`config.mk`:
```
export PLATFORM = sky130hd
export DESIGN_NAME = hcm_top
export DESIGN_NICKNAME = d
export VERILOG_FILES = /design/src/hdl/hcm_pkg.sv /design/src/hdl/hcm_top.sv /design/src/hdl/hcm_chan.sv
export SDC_FILE = /design/constraint.sdc
export NUM_CORES = 2
export LEC_CHECK = 0
export ABC_CLOCK_PERIOD_IN_PS = 34000
export BUFFER_PORTS_ARGS = -buffer_cell sky130_fd_sc_hd__buf_4
export CAP_MARGIN = 20
export CORE_MARGIN = 10
export CORE_UTILIZATION = 35
export CTS_BUF_LIST = sky130_fd_sc_hd__clkbuf_8 sky130_fd_sc_hd__clkbuf_16
export DETAILED_ROUTE_END_ITERATION = 8
export PLACE_DENSITY = 0.47
export SYNTH_ARGS = -nofsm -noshare
export SYNTH_HDL_FRONTEND = slang
export SYNTH_SLANG_ARGS = --single-unit
```
`constraint.sdc`:
```
create_clock -name pclk -period 34 [get_ports pclk]
set_clock_uncertainty 0.2 [all_clocks]
set_input_delay 5.1 -clock pclk [delete_from_list [all_inputs] [get_ports pclk]]
set_output_delay 5.1 -clock pclk [all_outputs]
set_load 0.005 [all_outputs]
```
`src/hdl/hcm_pkg.sv`:
```
package hcm_pkg;

    // ****************************************
    // Timing
    // ****************************************
    localparam int unsigned CLK_PERIOD_PS = 4000;
    localparam int unsigned MS_PS = 1000000000;
    localparam int unsigned CYC_PER_MS = MS_PS / CLK_PERIOD_PS;
    localparam logic [8:0] WAIT_MIN_MS = 9'h01e;
    localparam logic [8:0] WAIT_MAX_MS = 9'h12c;
    localparam logic [8:0] WAIT_DEF_MS = 9'h01e;
    localparam logic [8:0] WINDOW_MS = 9'h064;
    localparam logic [1:0] STRAP_SETTLE = 2'h2;

    // ****************************************
    // Current arithmetic, units of 0.01 A
    // ****************************************
    localparam logic [15:0] FILT_BAND = 16'h00fa;
    localparam logic [15:0] SAT_CODE = 16'hffff;
    localparam logic [15:0] MEAS_HI_K = 16'h0271;
    localparam logic [15:0] DISP_HI_K = 16'h036b;
    localparam logic [15:0] MEAS_LO_K = 16'h0005;
    localparam logic [5:0] TURNS_DEF = 6'h08;
    localparam logic [5:0] TURNS_MAX = 6'h28;
    localparam logic [2:0] LOOPS_DEF = 3'h1;
    localparam logic [2:0] LOOPS_MAX = 3'h6;
    localparam logic [2:0] SEL_DEF = 3'h0;
    localparam logic OP_DEF = 1'b0;

    // ****************************************
    // Register offsets
    // ****************************************
    localparam logic [11:0] OFS_CTRL = 12'h000;
    localparam logic [11:0] OFS_WAIT = 12'h004;
    localparam logic [11:0] OFS_TURNLOOP = 12'h008;
    localparam logic [11:0] OFS_MEAS1 = 12'h00c;
    localparam logic [11:0] OFS_MEAS2 = 12'h010;
    localparam logic [11:0] OFS_RANGE1 = 12'h014;
    localparam logic [11:0] OFS_RANGE2 = 12'h018;
    localparam logic [11:0] OFS_RANGE_LO = 12'h01c;
    localparam logic [11:0] OFS_INT_STS = 12'h020;
    localparam logic [11:0] OFS_INT_MASK = 12'h024;
    localparam logic [11:0] OFS_STATUS = 12'h028;

    // ****************************************
    // Field positions (channel stride in STEP)
    // ****************************************
    localparam int unsigned CTRL_OP_LSB = 0;
    localparam int unsigned CTRL_OP_STEP = 1;
    localparam int unsigned CTRL_SEL_LSB = 4;
    localparam int unsigned CTRL_SEL_STEP = 4;
    localparam int unsigned WAIT_LSB = 0;
    localparam int unsigned CH_STEP = 16;
    localparam int unsigned TL_TURNS_LSB = 0;
    localparam int unsigned TL_LOOPS_LSB = 8;
    localparam int unsigned INT_DONE_LSB = 0;
    localparam int unsigned INT_ALARM_LSB = 2;
    localparam int unsigned ST_DUAL_BIT = 0;
    localparam int unsigned ST_BUSY_LSB = 1;
    localparam int unsigned ST_ALARM_LSB = 3;

    // ****************************************
    // Types
    // ****************************************
    typedef logic [15:0] hcm_cur_t;

    typedef struct packed {
        logic op_type;
        logic [2:0] sel;
        logic [8:0] wait_ms;
        logic [5:0] turns;
        logic [2:0] loops;
    } hcm_cfg_s;

    typedef struct packed {
        hcm_cur_t off_cur;
        hcm_cur_t on_cur;
        hcm_cur_t last_cur;
    } hcm_meas_s;

    typedef struct packed {
        hcm_cur_t meas_hi;
        hcm_cur_t disp_hi;
        hcm_cur_t meas_lo;
    } hcm_range_s;

    typedef enum logic [1:0] {
        SEQ_IDLE,
        SEQ_WAIT,
        SEQ_SAMP
    } hcm_seq_e;

endpackage : hcm_pkg

```
`src/hdl/hcm_top.sv`:
```
// Added by the designer: the APB register port and the register addresses.
`timescale 1ns/1ps
// Summary of operation
// - Per-channel mode: 0 burnout, 1 measurement
// - Measurement mode: continuous on-current, off zero
// - Selector picks watched control or event output
// - Wait 30 to 300 ms, default 30
// - Burnout sample starts after wait, measurement sample at once; lasts 100 ms
// - Turns 1-40 times hundred; 0 means 800
// - Loops 1-6 passes; 0 means one
// - Ranges derived from turns divided by loops
// - Over display range, unless saturated, raises input failure alarm
// - Range arithmetic error below a tenth ampere
// - Second channel settings exist only when dual
// - Burnout: on-current when on, off-current off
// - Small current changes smoothed by filter
module hcm_top
    import hcm_pkg::*;
#(
    parameter int unsigned CYC_MS = CYC_PER_MS
) (
    input wire logic pclk,
    input wire logic presetn,
    input wire logic psel,
    input wire logic penable,
    input wire logic pwrite,
    input wire logic [11:0] paddr,
    input wire logic [31:0] pwdata,
    output logic [31:0] prdata,
    output logic pready,
    output logic pslverr,
    input wire logic [1:0] ctl_out,
    input wire logic [2:0] evt_out,
    input wire hcm_cur_t ct_sample_1,
    input wire hcm_cur_t ct_sample_2,
    input wire logic dual_ct_strap,
    output logic [1:0] ct_input_failure_alarm,
    output logic hcm_irq
);

    // ****************************************
    // Decode helpers
    // ****************************************
    function automatic logic pick_out(input logic [2:0] sel, input logic [1:0] ctl,
                                      input logic [2:0] evt);
        case (sel)
            3'h1: pick_out = ctl[1];
            3'h2: pick_out = evt[0];
            3'h3: pick_out = evt[1];
            3'h4: pick_out = evt[2];
            default: pick_out = ctl[0];
        endcase
    endfunction : pick_out

    function automatic logic [8:0] clamp_wait(input logic [8:0] v);
        if (v < WAIT_MIN_MS) begin
            clamp_wait = WAIT_MIN_MS;
        end else if (v > WAIT_MAX_MS) begin
            clamp_wait = WAIT_MAX_MS;
        end else begin
            clamp_wait = v;
        end
    endfunction : clamp_wait

    function automatic logic [5:0] eff_turns(input logic [5:0] v);
        eff_turns = (v == 6'h00) ? TURNS_DEF : v;
    endfunction : eff_turns

    function automatic logic [2:0] eff_loops(input logic [2:0] v);
        eff_loops = (v == 3'h0) ? LOOPS_DEF : v;
    endfunction : eff_loops

    // ****************************************
    // Strap capture
    // ****************************************
    logic strap_s1_r;
    logic strap_s2_r;
    logic [1:0] settle_r;
    logic dual_r;

    // Strap is caught once after reset; later pin changes are ignored
    always_ff @(posedge pclk or negedge presetn) begin
        if (!presetn) begin
            strap_s1_r <= 1'b0;
            strap_s2_r <= 1'b0;
            settle_r <= 2'h0;
            dual_r <= 1'b0;
        end else begin
            strap_s1_r <= dual_ct_strap;
            strap_s2_r <= strap_s1_r;
            // Second stage shows the pin only from the second edge on
            if (settle_r != STRAP_SETTLE + 2'h1) begin
                settle_r <= settle_r + 2'h1;
            end
            if (settle_r == STRAP_SETTLE) begin
                dual_r <= strap_s2_r;
            end
        end
    end

    // ****************************************
    // APB slave
    // ****************************************
    logic pready_r;
    logic pslverr_r;
    logic [31:0] prdata_r;

    wire logic acc_start = psel & penable & ~pready_r;
    wire logic acc_done = psel & penable & pready_r;
    wire logic wr_en = acc_done & pwrite;
    wire logic hit_ctrl = (paddr == OFS_CTRL);
    wire logic hit_wait = (paddr == OFS_WAIT);
    wire logic hit_tl = (paddr == OFS_TURNLOOP);
    wire logic hit_meas1 = (paddr == OFS_MEAS1);
    wire logic hit_meas2 = (paddr == OFS_MEAS2);
    wire logic hit_rng1 = (paddr == OFS_RANGE1);
    wire logic hit_rng2 = (paddr == OFS_RANGE2);
    wire logic hit_rlo = (paddr == OFS_RANGE_LO);
    wire logic hit_ists = (paddr == OFS_INT_STS);
    wire logic hit_imask = (paddr == OFS_INT_MASK);
    wire logic hit_stat = (paddr == OFS_STATUS);
    wire logic hit_any = hit_ctrl | hit_wait | hit_tl | hit_meas1 | hit_meas2 | hit_rng1
                       | hit_rng2 | hit_rlo | hit_ists | hit_imask | hit_stat;

    // ****************************************
    // Channels
    // ****************************************
    hcm_cfg_s cfg_r [2];
    hcm_range_s rng_r [2];
    hcm_meas_s meas [2];
    hcm_cur_t samp [2];
    logic [1:0] done;
    logic [1:0] busy;
    logic [1:0] alarm_r;
    logic [1:0] alarm_ev;

    assign samp[0] = ct_sample_1;
    assign samp[1] = ct_sample_2;

    genvar i;
    generate
        for (i = 0; i < 2; i++) begin : g_ch
            // Channel 2 takes settings only when the strap reads dual; channel 1 always does
            wire logic ch_ok = (i == 0) | dual_r;
            wire logic wr_cfg = wr_en & ch_ok;
            wire logic [5:0] wt = pwdata[CH_STEP * i + TL_TURNS_LSB +: 6];
            wire logic [2:0] wl = pwdata[CH_STEP * i + TL_LOOPS_LSB +: 3];
            wire logic [5:0] t_eff = eff_turns(cfg_r[i].turns);
            wire logic [15:0] l_eff = {13'h0000, eff_loops(cfg_r[i].loops)};
            wire logic [15:0] t_w = {10'h000, t_eff};
            wire logic mon = pick_out(cfg_r[i].sel, ctl_out, evt_out);
            // Values in 0.01 A so truncation stays far below 0.1 A
            wire logic [15:0] r_meas_hi = 16'((t_w * MEAS_HI_K) / l_eff);
            wire logic [15:0] r_disp_hi = 16'((t_w * DISP_HI_K) / l_eff);
            wire logic [15:0] r_meas_lo = 16'((t_w * MEAS_LO_K) / l_eff);
            // Saturated converter code is not trusted, so no alarm then
            wire logic over = (meas[i].last_cur > rng_r[i].disp_hi)
                            && (meas[i].last_cur != SAT_CODE);

            always_ff @(posedge pclk or negedge presetn) begin
                if (!presetn) begin
                    cfg_r[i] <= '{OP_DEF, SEL_DEF, WAIT_DEF_MS, TURNS_DEF, LOOPS_DEF};
                end else begin
                    if (wr_cfg && hit_ctrl) begin
                        cfg_r[i].op_type <= pwdata[CTRL_OP_LSB + CTRL_OP_STEP * i];
                        cfg_r[i].sel <= pwdata[CTRL_SEL_LSB + CTRL_SEL_STEP * i +: 3];
                    end
                    if (wr_cfg && hit_wait) begin
                        cfg_r[i].wait_ms <= clamp_wait(pwdata[CH_STEP * i + WAIT_LSB +: 9]);
                    end
                    if (wr_cfg && hit_tl) begin
                        cfg_r[i].turns <= (wt > TURNS_MAX) ? TURNS_MAX : wt;
                        cfg_r[i].loops <= (wl > LOOPS_MAX) ? LOOPS_MAX : wl;
                    end
                end
            end

            always_ff @(posedge pclk or negedge presetn) begin
                if (!presetn) begin
                    rng_r[i] <= '0;
                    alarm_r[i] <= 1'b0;
                end else begin
                    rng_r[i] <= '{r_meas_hi, r_disp_hi, r_meas_lo};
                    if (done[i]) begin
                        alarm_r[i] <= over;
                    end
                end
            end

            assign alarm_ev[i] = done[i] & over;

            hcm_chan #(
                .CYC_MS(CYC_MS)
            ) u_chan (
                .pclk(pclk),
                .presetn(presetn),
                .op_type(cfg_r[i].op_type),
                .mon_level(mon),
                .wait_ms(cfg_r[i].wait_ms),
                .sample(samp[i]),
                .meas(meas[i]),
                .done(done[i]),
                .busy(busy[i])
            );
        end
    endgenerate

    // ****************************************
    // Interrupts
    // ****************************************
    logic [3:0] ists_r;
    logic [3:0] imask_r;
    logic irq_r;

    wire logic [3:0] ev = {alarm_ev, done};
    wire logic [3:0] w1c = (wr_en && hit_ists) ? pwdata[3:0] : 4'h0;
    // New events win over a clear in the same cycle
    wire logic [3:0] ists_nxt = (ists_r & ~w1c) | ev;

    always_ff @(posedge pclk or negedge presetn) begin
        if (!presetn) begin
            ists_r <= 4'h0;
            imask_r <= 4'h0;
            irq_r <= 1'b0;
        end else begin
            ists_r <= ists_nxt;
            if (wr_en && hit_imask) begin
                imask_r <= pwdata[3:0];
            end
            irq_r <= |(ists_nxt & imask_r);
        end
    end

    // ****************************************
    // Read mux
    // ****************************************
    wire logic [31:0] v_ctrl = {21'h000000, cfg_r[1].sel & {3{dual_r}}, 1'b0,
                                cfg_r[0].sel, 2'h0, cfg_r[1].op_type & dual_r,
                                cfg_r[0].op_type};
    wire logic [31:0] v_wait = {7'h00, cfg_r[1].wait_ms & {9{dual_r}}, 7'h00, cfg_r[0].wait_ms};
    wire logic [31:0] v_tl = {5'h00, cfg_r[1].loops & {3{dual_r}}, 2'h0,
                              cfg_r[1].turns & {6{dual_r}}, 5'h00, cfg_r[0].loops, 2'h0,
                              cfg_r[0].turns};
    wire logic [31:0] v_m1 = {meas[0].off_cur, meas[0].on_cur};
    wire logic [31:0] v_m2 = {meas[1].off_cur, meas[1].on_cur} & {32{dual_r}};
    wire logic [31:0] v_r1 = {rng_r[0].meas_hi, rng_r[0].disp_hi};
    wire logic [31:0] v_r2 = {rng_r[1].meas_hi, rng_r[1].disp_hi} & {32{dual_r}};
    wire logic [31:0] v_rl = {rng_r[1].meas_lo & {16{dual_r}}, rng_r[0].meas_lo};
    wire logic [31:0] v_st = {27'h0000000, alarm_r, busy, dual_r};
    wire logic [31:0] rd_word = ({32{hit_ctrl}} & v_ctrl)
                              | ({32{hit_wait}} & v_wait)
                              | ({32{hit_tl}} & v_tl)
                              | ({32{hit_meas1}} & v_m1)
                              | ({32{hit_meas2}} & v_m2)
                              | ({32{hit_rng1}} & v_r1)
                              | ({32{hit_rng2}} & v_r2)
                              | ({32{hit_rlo}} & v_rl)
                              | ({32{hit_ists}} & {28'h0000000, ists_r})
                              | ({32{hit_imask}} & {28'h0000000, imask_r})
                              | ({32{hit_stat}} & v_st);

    // One wait state: answer is registered from the first access cycle
    always_ff @(posedge pclk or negedge presetn) begin
        if (!presetn) begin
            pready_r <= 1'b0;
            pslverr_r <= 1'b0;
            prdata_r <= 32'h00000000;
        end else begin
            pready_r <= acc_start;
            pslverr_r <= acc_start & ~hit_any;
            if (acc_start && !pwrite) begin
                prdata_r <= rd_word;
            end
        end
    end

    assign prdata = prdata_r;
    assign pready = pready_r;
    assign pslverr = pslverr_r;
    assign ct_input_failure_alarm = alarm_r;
    assign hcm_irq = irq_r;

endmodule : hcm_top

```
`src/hdl/hcm_chan.sv`:
```
`timescale 1ns/1ps
module hcm_chan
    import hcm_pkg::*;
#(
    parameter int unsigned CYC_MS = CYC_PER_MS
) (
    input wire logic pclk,
    input wire logic presetn,
    input wire logic op_type,
    input wire logic mon_level,
    input wire logic [8:0] wait_ms,
    input wire hcm_cur_t sample,
    output hcm_meas_s meas,
    output logic done,
    output logic busy
);

    // ****************************************
    // Filter: small steps creep, large steps jump
    // ****************************************
    function automatic hcm_cur_t filt(input hcm_cur_t old, input hcm_cur_t nw);
        hcm_cur_t dif;
        hcm_cur_t step;
        dif = (nw >= old) ? nw - old : old - nw;
        step = dif >> 3;
        if (step == 16'h0000 && dif != 16'h0000) begin
            step = 16'h0001;
        end
        if (dif > FILT_BAND) begin
            filt = nw;
        end else if (nw >= old) begin
            filt = old + step;
        end else begin
            filt = old - step;
        end
    endfunction : filt

    // ****************************************
    // Sequencer
    // ****************************************
    localparam logic [17:0] PRE_LAST = 18'(CYC_MS - 1);

    hcm_seq_e state_r, state_nxt;
    logic [17:0] pre_r;
    logic [8:0] ms_r;
    logic mon_d_r;
    logic lvl_r;
    logic done_r;
    hcm_meas_s meas_r;

    wire logic toggle = (mon_level ^ mon_d_r) & ~op_type;
    wire logic tick = (pre_r == PRE_LAST);
    wire logic wait_end = tick && (ms_r == wait_ms - 9'h001);
    wire logic samp_end = tick && (ms_r == WINDOW_MS - 9'h001);
    wire logic fin = (state_r == SEQ_SAMP) && samp_end && !toggle;
    wire logic moved = (state_nxt != state_r) || toggle || fin;

    always_comb begin
        state_nxt = state_r;
        unique case (state_r)
            SEQ_IDLE: begin
                if (op_type) begin
                    state_nxt = SEQ_SAMP;
                end else if (toggle) begin
                    state_nxt = SEQ_WAIT;
                end
            end
            SEQ_WAIT: begin
                if (op_type || (wait_end && !toggle)) begin
                    state_nxt = SEQ_SAMP;
                end
            end
            SEQ_SAMP: begin
                if (toggle) begin
                    state_nxt = SEQ_WAIT;
                end else if (samp_end && !op_type) begin
                    state_nxt = SEQ_IDLE;
                end
            end
        endcase
    end

    // Timers are private to each instance; channels never share a count
    always_ff @(posedge pclk or negedge presetn) begin
        if (!presetn) begin
            state_r <= SEQ_IDLE;
            pre_r <= 18'h00000;
            ms_r <= 9'h000;
        end else begin
            state_r <= state_nxt;
            pre_r <= (moved || tick) ? 18'h00000 : pre_r + 18'h00001;
            ms_r <= moved ? 9'h000 : (tick ? ms_r + 9'h001 : ms_r);
        end
    end

    always_ff @(posedge pclk or negedge presetn) begin
        if (!presetn) begin
            mon_d_r <= 1'b0;
            lvl_r <= 1'b0;
        end else begin
            mon_d_r <= mon_level;
            if (toggle) begin
                lvl_r <= mon_level;
            end
        end
    end

    always_ff @(posedge pclk or negedge presetn) begin
        if (!presetn) begin
            meas_r <= '0;
            done_r <= 1'b0;
        end else begin
            done_r <= fin;
            if (fin) begin
                meas_r.last_cur <= sample;
                if (op_type) begin
                    meas_r.on_cur <= filt(meas_r.on_cur, sample);
                    meas_r.off_cur <= 16'h0000;
                end else if (lvl_r) begin
                    meas_r.on_cur <= filt(meas_r.on_cur, sample);
                end else begin
                    meas_r.off_cur <= filt(meas_r.off_cur, sample);
                end
            end else if (op_type) begin
                meas_r.off_cur <= 16'h0000;
            end
        end
    end

    assign meas = meas_r;
    assign done = done_r;
    assign busy = (state_r != SEQ_IDLE);

endmodule : hcm_chan

```
==> flow_summary_export.csv <==
group,metric,value,unit
timing,setup_ws,2.48,ns
placement,gp_congestion,0.897,
worst_setup_path,critical_path.slowest_cell,"or4b_1",
synthesis,yosysWarnings,0,
worst_setup_path,slowest_delay,0.63,ns
layout,nets,7852,
clock_network,cts_made_buffers,46,
synthesis,yosysMostFrequentCell,"ha_1",
floorplanning,initial_utilization,0.352,
timing,min_period,31.52,ns
drt,drt-pass1-iter-count,9,
placement,dpl.hpwl,154,mm
worst_setup_path,worstPathArrival,31.82,ns
clock_network,insertion_delay,0.66,ns
power,switchingPower,2.27,mW
worst_setup_path,crit_start,"cfg_r[29]$_DFFE_PN0P_",
worst_setup_path,r2r_end,"rng_r[64]$_DFF_PN0_",
global_route,grt_max_degree,90,
power,p_sw_frac,0.528,
synthesis,syn_area,53600,µm²
run,maxCapViolCount,0,
global_route,grtUsageTotal,0.212,
placement,port_buffers,113,
clock_network,cts_max_level,2,
clock_network,cts_buffer_depth,3,
drt,avgRoutedWirePerCell,20.5,µm
power,irDropWorstVdd,0.0000881,V
worst_setup_path,cp-endpoint,"rng_r[64]$_DFF_PN0_",
placement,post-place-ws,0.698,ns
global_route,overflow,0,
timing,fin_crit_sh,0.927,
floorplanning,dieHeight,411,µm
timing,achievable-frequency,31.7,MHz
synthesis,yosysSeqAreaShare,0.164,
worst_setup_path,cp-start-kind,"flop",
timing,report.final.slew_viol_count,0,
synthesis,synth_edf_count,0,
drt,vias,52521,
worst_setup_path,crit_top_cell,"ha_1",
layout,syn_to_final_growth,10.6,%
synthesis,avgSynthCellArea,7.68,µm²
worst_setup_path,worstRegToRegCells,148,
synthesis,synth_common_cells,"610 x ha_1, 602 x nor2_1, 591 x nand2_1",
run_status,status,"complete, no violations",
worst_setup_path,critPathRequiredTime,34.29,ns
floorplanning,die_w,411,µm
worst_setup_path,critPathKind,"flop to flop",
floorplanning,rows,143,
drt,drc,0,
power,power.density,72.5,nW/µm²
drt,drt_iter0_markers,3682,
power,p_leak,26.7,nW
power,power.total,4.30,mW
worst_setup_path,cp_max_fo,8,
worst_setup_path,cp-end-kind,"flop",
timing,hold_viol_final,0,
clock_network,cts_tree,"done",
clock_network,clk_pin_slew,0.06,ns
power,power.share.sequential,0.111,
layout,seq_area,8770,µm²
drt,avgViaCountPerCell,5.73,
power,p_int,2.03,mW
global_route,grt_pass1_wl,292,mm
global_route,use_met2,0.321,
floorplanning,die-area,169000,µm²
synthesis,synthTopCellsByArea,"dfrtp_1 16%, ha_1 14%, xnor2_1 4.9%",
timing,worstMarginPinSlew,1.16,ns
timing,relSlewSlack,0.217,
timing,finalSetupViolCount,0,
synthesis,yosysUniqueCellTypes,142,
global_route,use_met1,0.312,
layout,fin_util,0.390,
global_route,use_met3,0.0302,
power,clkPwrFrac,0.127,
drt,ant_nets,0,
worst_setup_path,r2r_start,"cfg_r[29]$_DFFE_PN0P_",
synthesis,synth_ff_type,"dfrtp_1",
worst_setup_path,rrSetupSlack,2.48,ns
synthesis,synth_async_sr_flop_share,1.00,
worst_hold_path,hp-class,"flop to flop",
global_route,grt-busiest-layer,"met2",
clock_network,cts_root_buffer,"clkbuf_16",
power,combPwrFrac,0.761,
floorplanning,ios,124,
floorplanning,core,152000,µm²
synthesis,ys_ff_latch,350,
global_route,grt_pass1_vias,49763,
layout,drive_above_1_share,0.0946,
synthesis,netlist_instances,6984,
clock_network,clock_sinks,350,
synthesis,yosys.area.top_type,"dfrtp_1",
layout,multiInputGateArea,42700,µm²
layout,nFillCells,15897,
global_route,antenna_found_initial,15,
synthesis,yosys.area.top_type_share,0.158,
drt,routed_wl,188,mm
==> per-stage QoR <==
| step | cell area (µm²) | TNS [ns] | hold slack [ns] | instances |
|---|---|---|---|---|
| CTS | 58800 | 0 | 0.154 | 9156 |
| global placement | 57200 | 0 | 0.144 | 9070 |
| floorplan | 53700 | 0 | 0.131 | 6999 |
| finish | 59300 | 0 | 0.160 | 9170 |
| detailed placement | 57200 | 0 | 0.148 | 9071 |
| global route | 59300 | -0.0412 | 0.175 | 9170 |
==> power by group through the flow <==
stage	registers (mW)	clock network, mW	logic [mW]
finish	0.479	0.547	3.27
global route	0.480	0.573	3.65
CTS	0.477	0.562	3.20
detailed placement	0.485	0	3.18
global placement	0.484	0	3.16
floorplan	0.463	0	2.46
==> state kept, by name, summed over array words and instances, names as in the netlist, 2 cells and up <==
register / count
g_ch.u_chan.state_r: 4
ists_r: 4
prdata: 32
g_ch.u_chan.mon_d_r: 2
g_ch.u_chan.pre_r: 36
g_ch.u_chan.done: 2
imask_r: 4
rng_r: 96
cfg_r: 44
settle_r: 2
ct_input_failure_alarm: 2
g_ch.u_chan.lvl_r: 2
g_ch.u_chan.ms_r: 18
g_ch.u_chan.meas: 96
==> how the worst min path moves through the flow <==
stage | start | end | slack [ns] | cells past startpoint
after CTS | strap_s1_r$_DFF_PN0_ | strap_s2_r$_DFF_PN0_ | 0.15 | 0
after global routing | strap_s1_r$_DFF_PN0_ | strap_s2_r$_DFF_PN0_ | 0.18 | 0
after global placement | strap_s1_r$_DFF_PN0_ | strap_s2_r$_DFF_PN0_ | 0.14 | 0
after floorplan | strap_s1_r$_DFF_PN0_ | strap_s2_r$_DFF_PN0_ | 0.13 | 0
final | strap_s1_r$_DFF_PN0_ | strap_s2_r$_DFF_PN0_ | 0.16 | 0
after detailed placement | strap_s1_r$_DFF_PN0_ | strap_s2_r$_DFF_PN0_ | 0.15 | 0
==> timing repair <==
action                                  4_1_cts  5_1_grt
setup buffers                                 0        8
endpoints found under the setup margin        0        7
gates resized for setup                       0       94
hold buffers                                  0        0
==> cells in the final DEF, fill, tap and decap left out, types with 71 or more instances in the layout <==
| cell | Yosys | routed |
|---|---|---|
| o21bai_1 | 100 | 100 |
| a21o_1 | 192 | 192 |
| or3_1 | 74 | 74 |
| o211ai_1 | 71 | 71 |
| o21a_1 | 149 | 148 |
| a211oi_1 | 81 | 77 |
| dfrtp_1 | 338 | 338 |
| nand2_1 | 591 | 587 |
| xnor2_1 | 300 | 300 |
| mux2_2 | 73 | 73 |
| nor2_1 | 602 | 598 |
| a21oi_1 | 483 | 472 |
| o21ai_0 | 474 | 468 |
| nor3_1 | 234 | 227 |
| mux2i_1 | 157 | 152 |
| inv_1 | 478 | 475 |
| nand4_1 | 90 | 90 |
| xor2_1 | 144 | 144 |
| a31oi_1 | 78 | 76 |
| buf_4 | 5 | 222 |
| nor2b_1 | 86 | 73 |
| ha_1 | 610 | 609 |
| nand2b_1 | 112 | 106 |
| o31ai_1 | 73 | 71 |
| nand3_1 | 168 | 168 |
==> cells by family (layout without fill, tap and decap cells) <==
family | after synthesis | in the layout | share of synthesized area
AND/OR/NAND/NOR | 2388 | 2388 | 0.223
AO/OA/AOI/OAI | 2228 | 2228 | 0.281
adder cells (fa/ha/maj) | 673 | 673 | 0.165
buffers and inverters | 664 | 801 | 0.0480
XOR/XNOR | 444 | 444 | 0.0725
flip-flops | 350 | 350 | 0.164
multiplexers | 236 | 236 | 0.0465
other | 1 | 20 | 0.0000700
==> metal layers <==
metal	vias to the layer above	part of all wire
met3	181	0.053
met5	-	0.00016
li1	26020	-
met1	25213	0.50
met2	1101	0.42
met4	6	0.027
==> critical path: cells and delay by family (launching register included) <==
family | cells | cell delay (ns)
simple gates | 53 | 10.74
mux | 4 | 1.23
xor+xnor | 1 | 0.18
fa+ha+maj | 20 | 6.28
flops | 1 | 0.39
compound gates | 53 | 10.02
buf+inv | 17 | 2.26
==> layout make-up <==
cell class              count  share of cell area
inverters                 490              0.0312
clock buffers              57              0.0220
clock inverters            28             0.00595
multi-input cells        5985               0.721
diodes                      4            0.000169
well taps                2030              0.0428
flip-flops and latches    350               0.148
repair buffers            226              0.0290
Note: power is estimated with default switching activity, not from simulation.
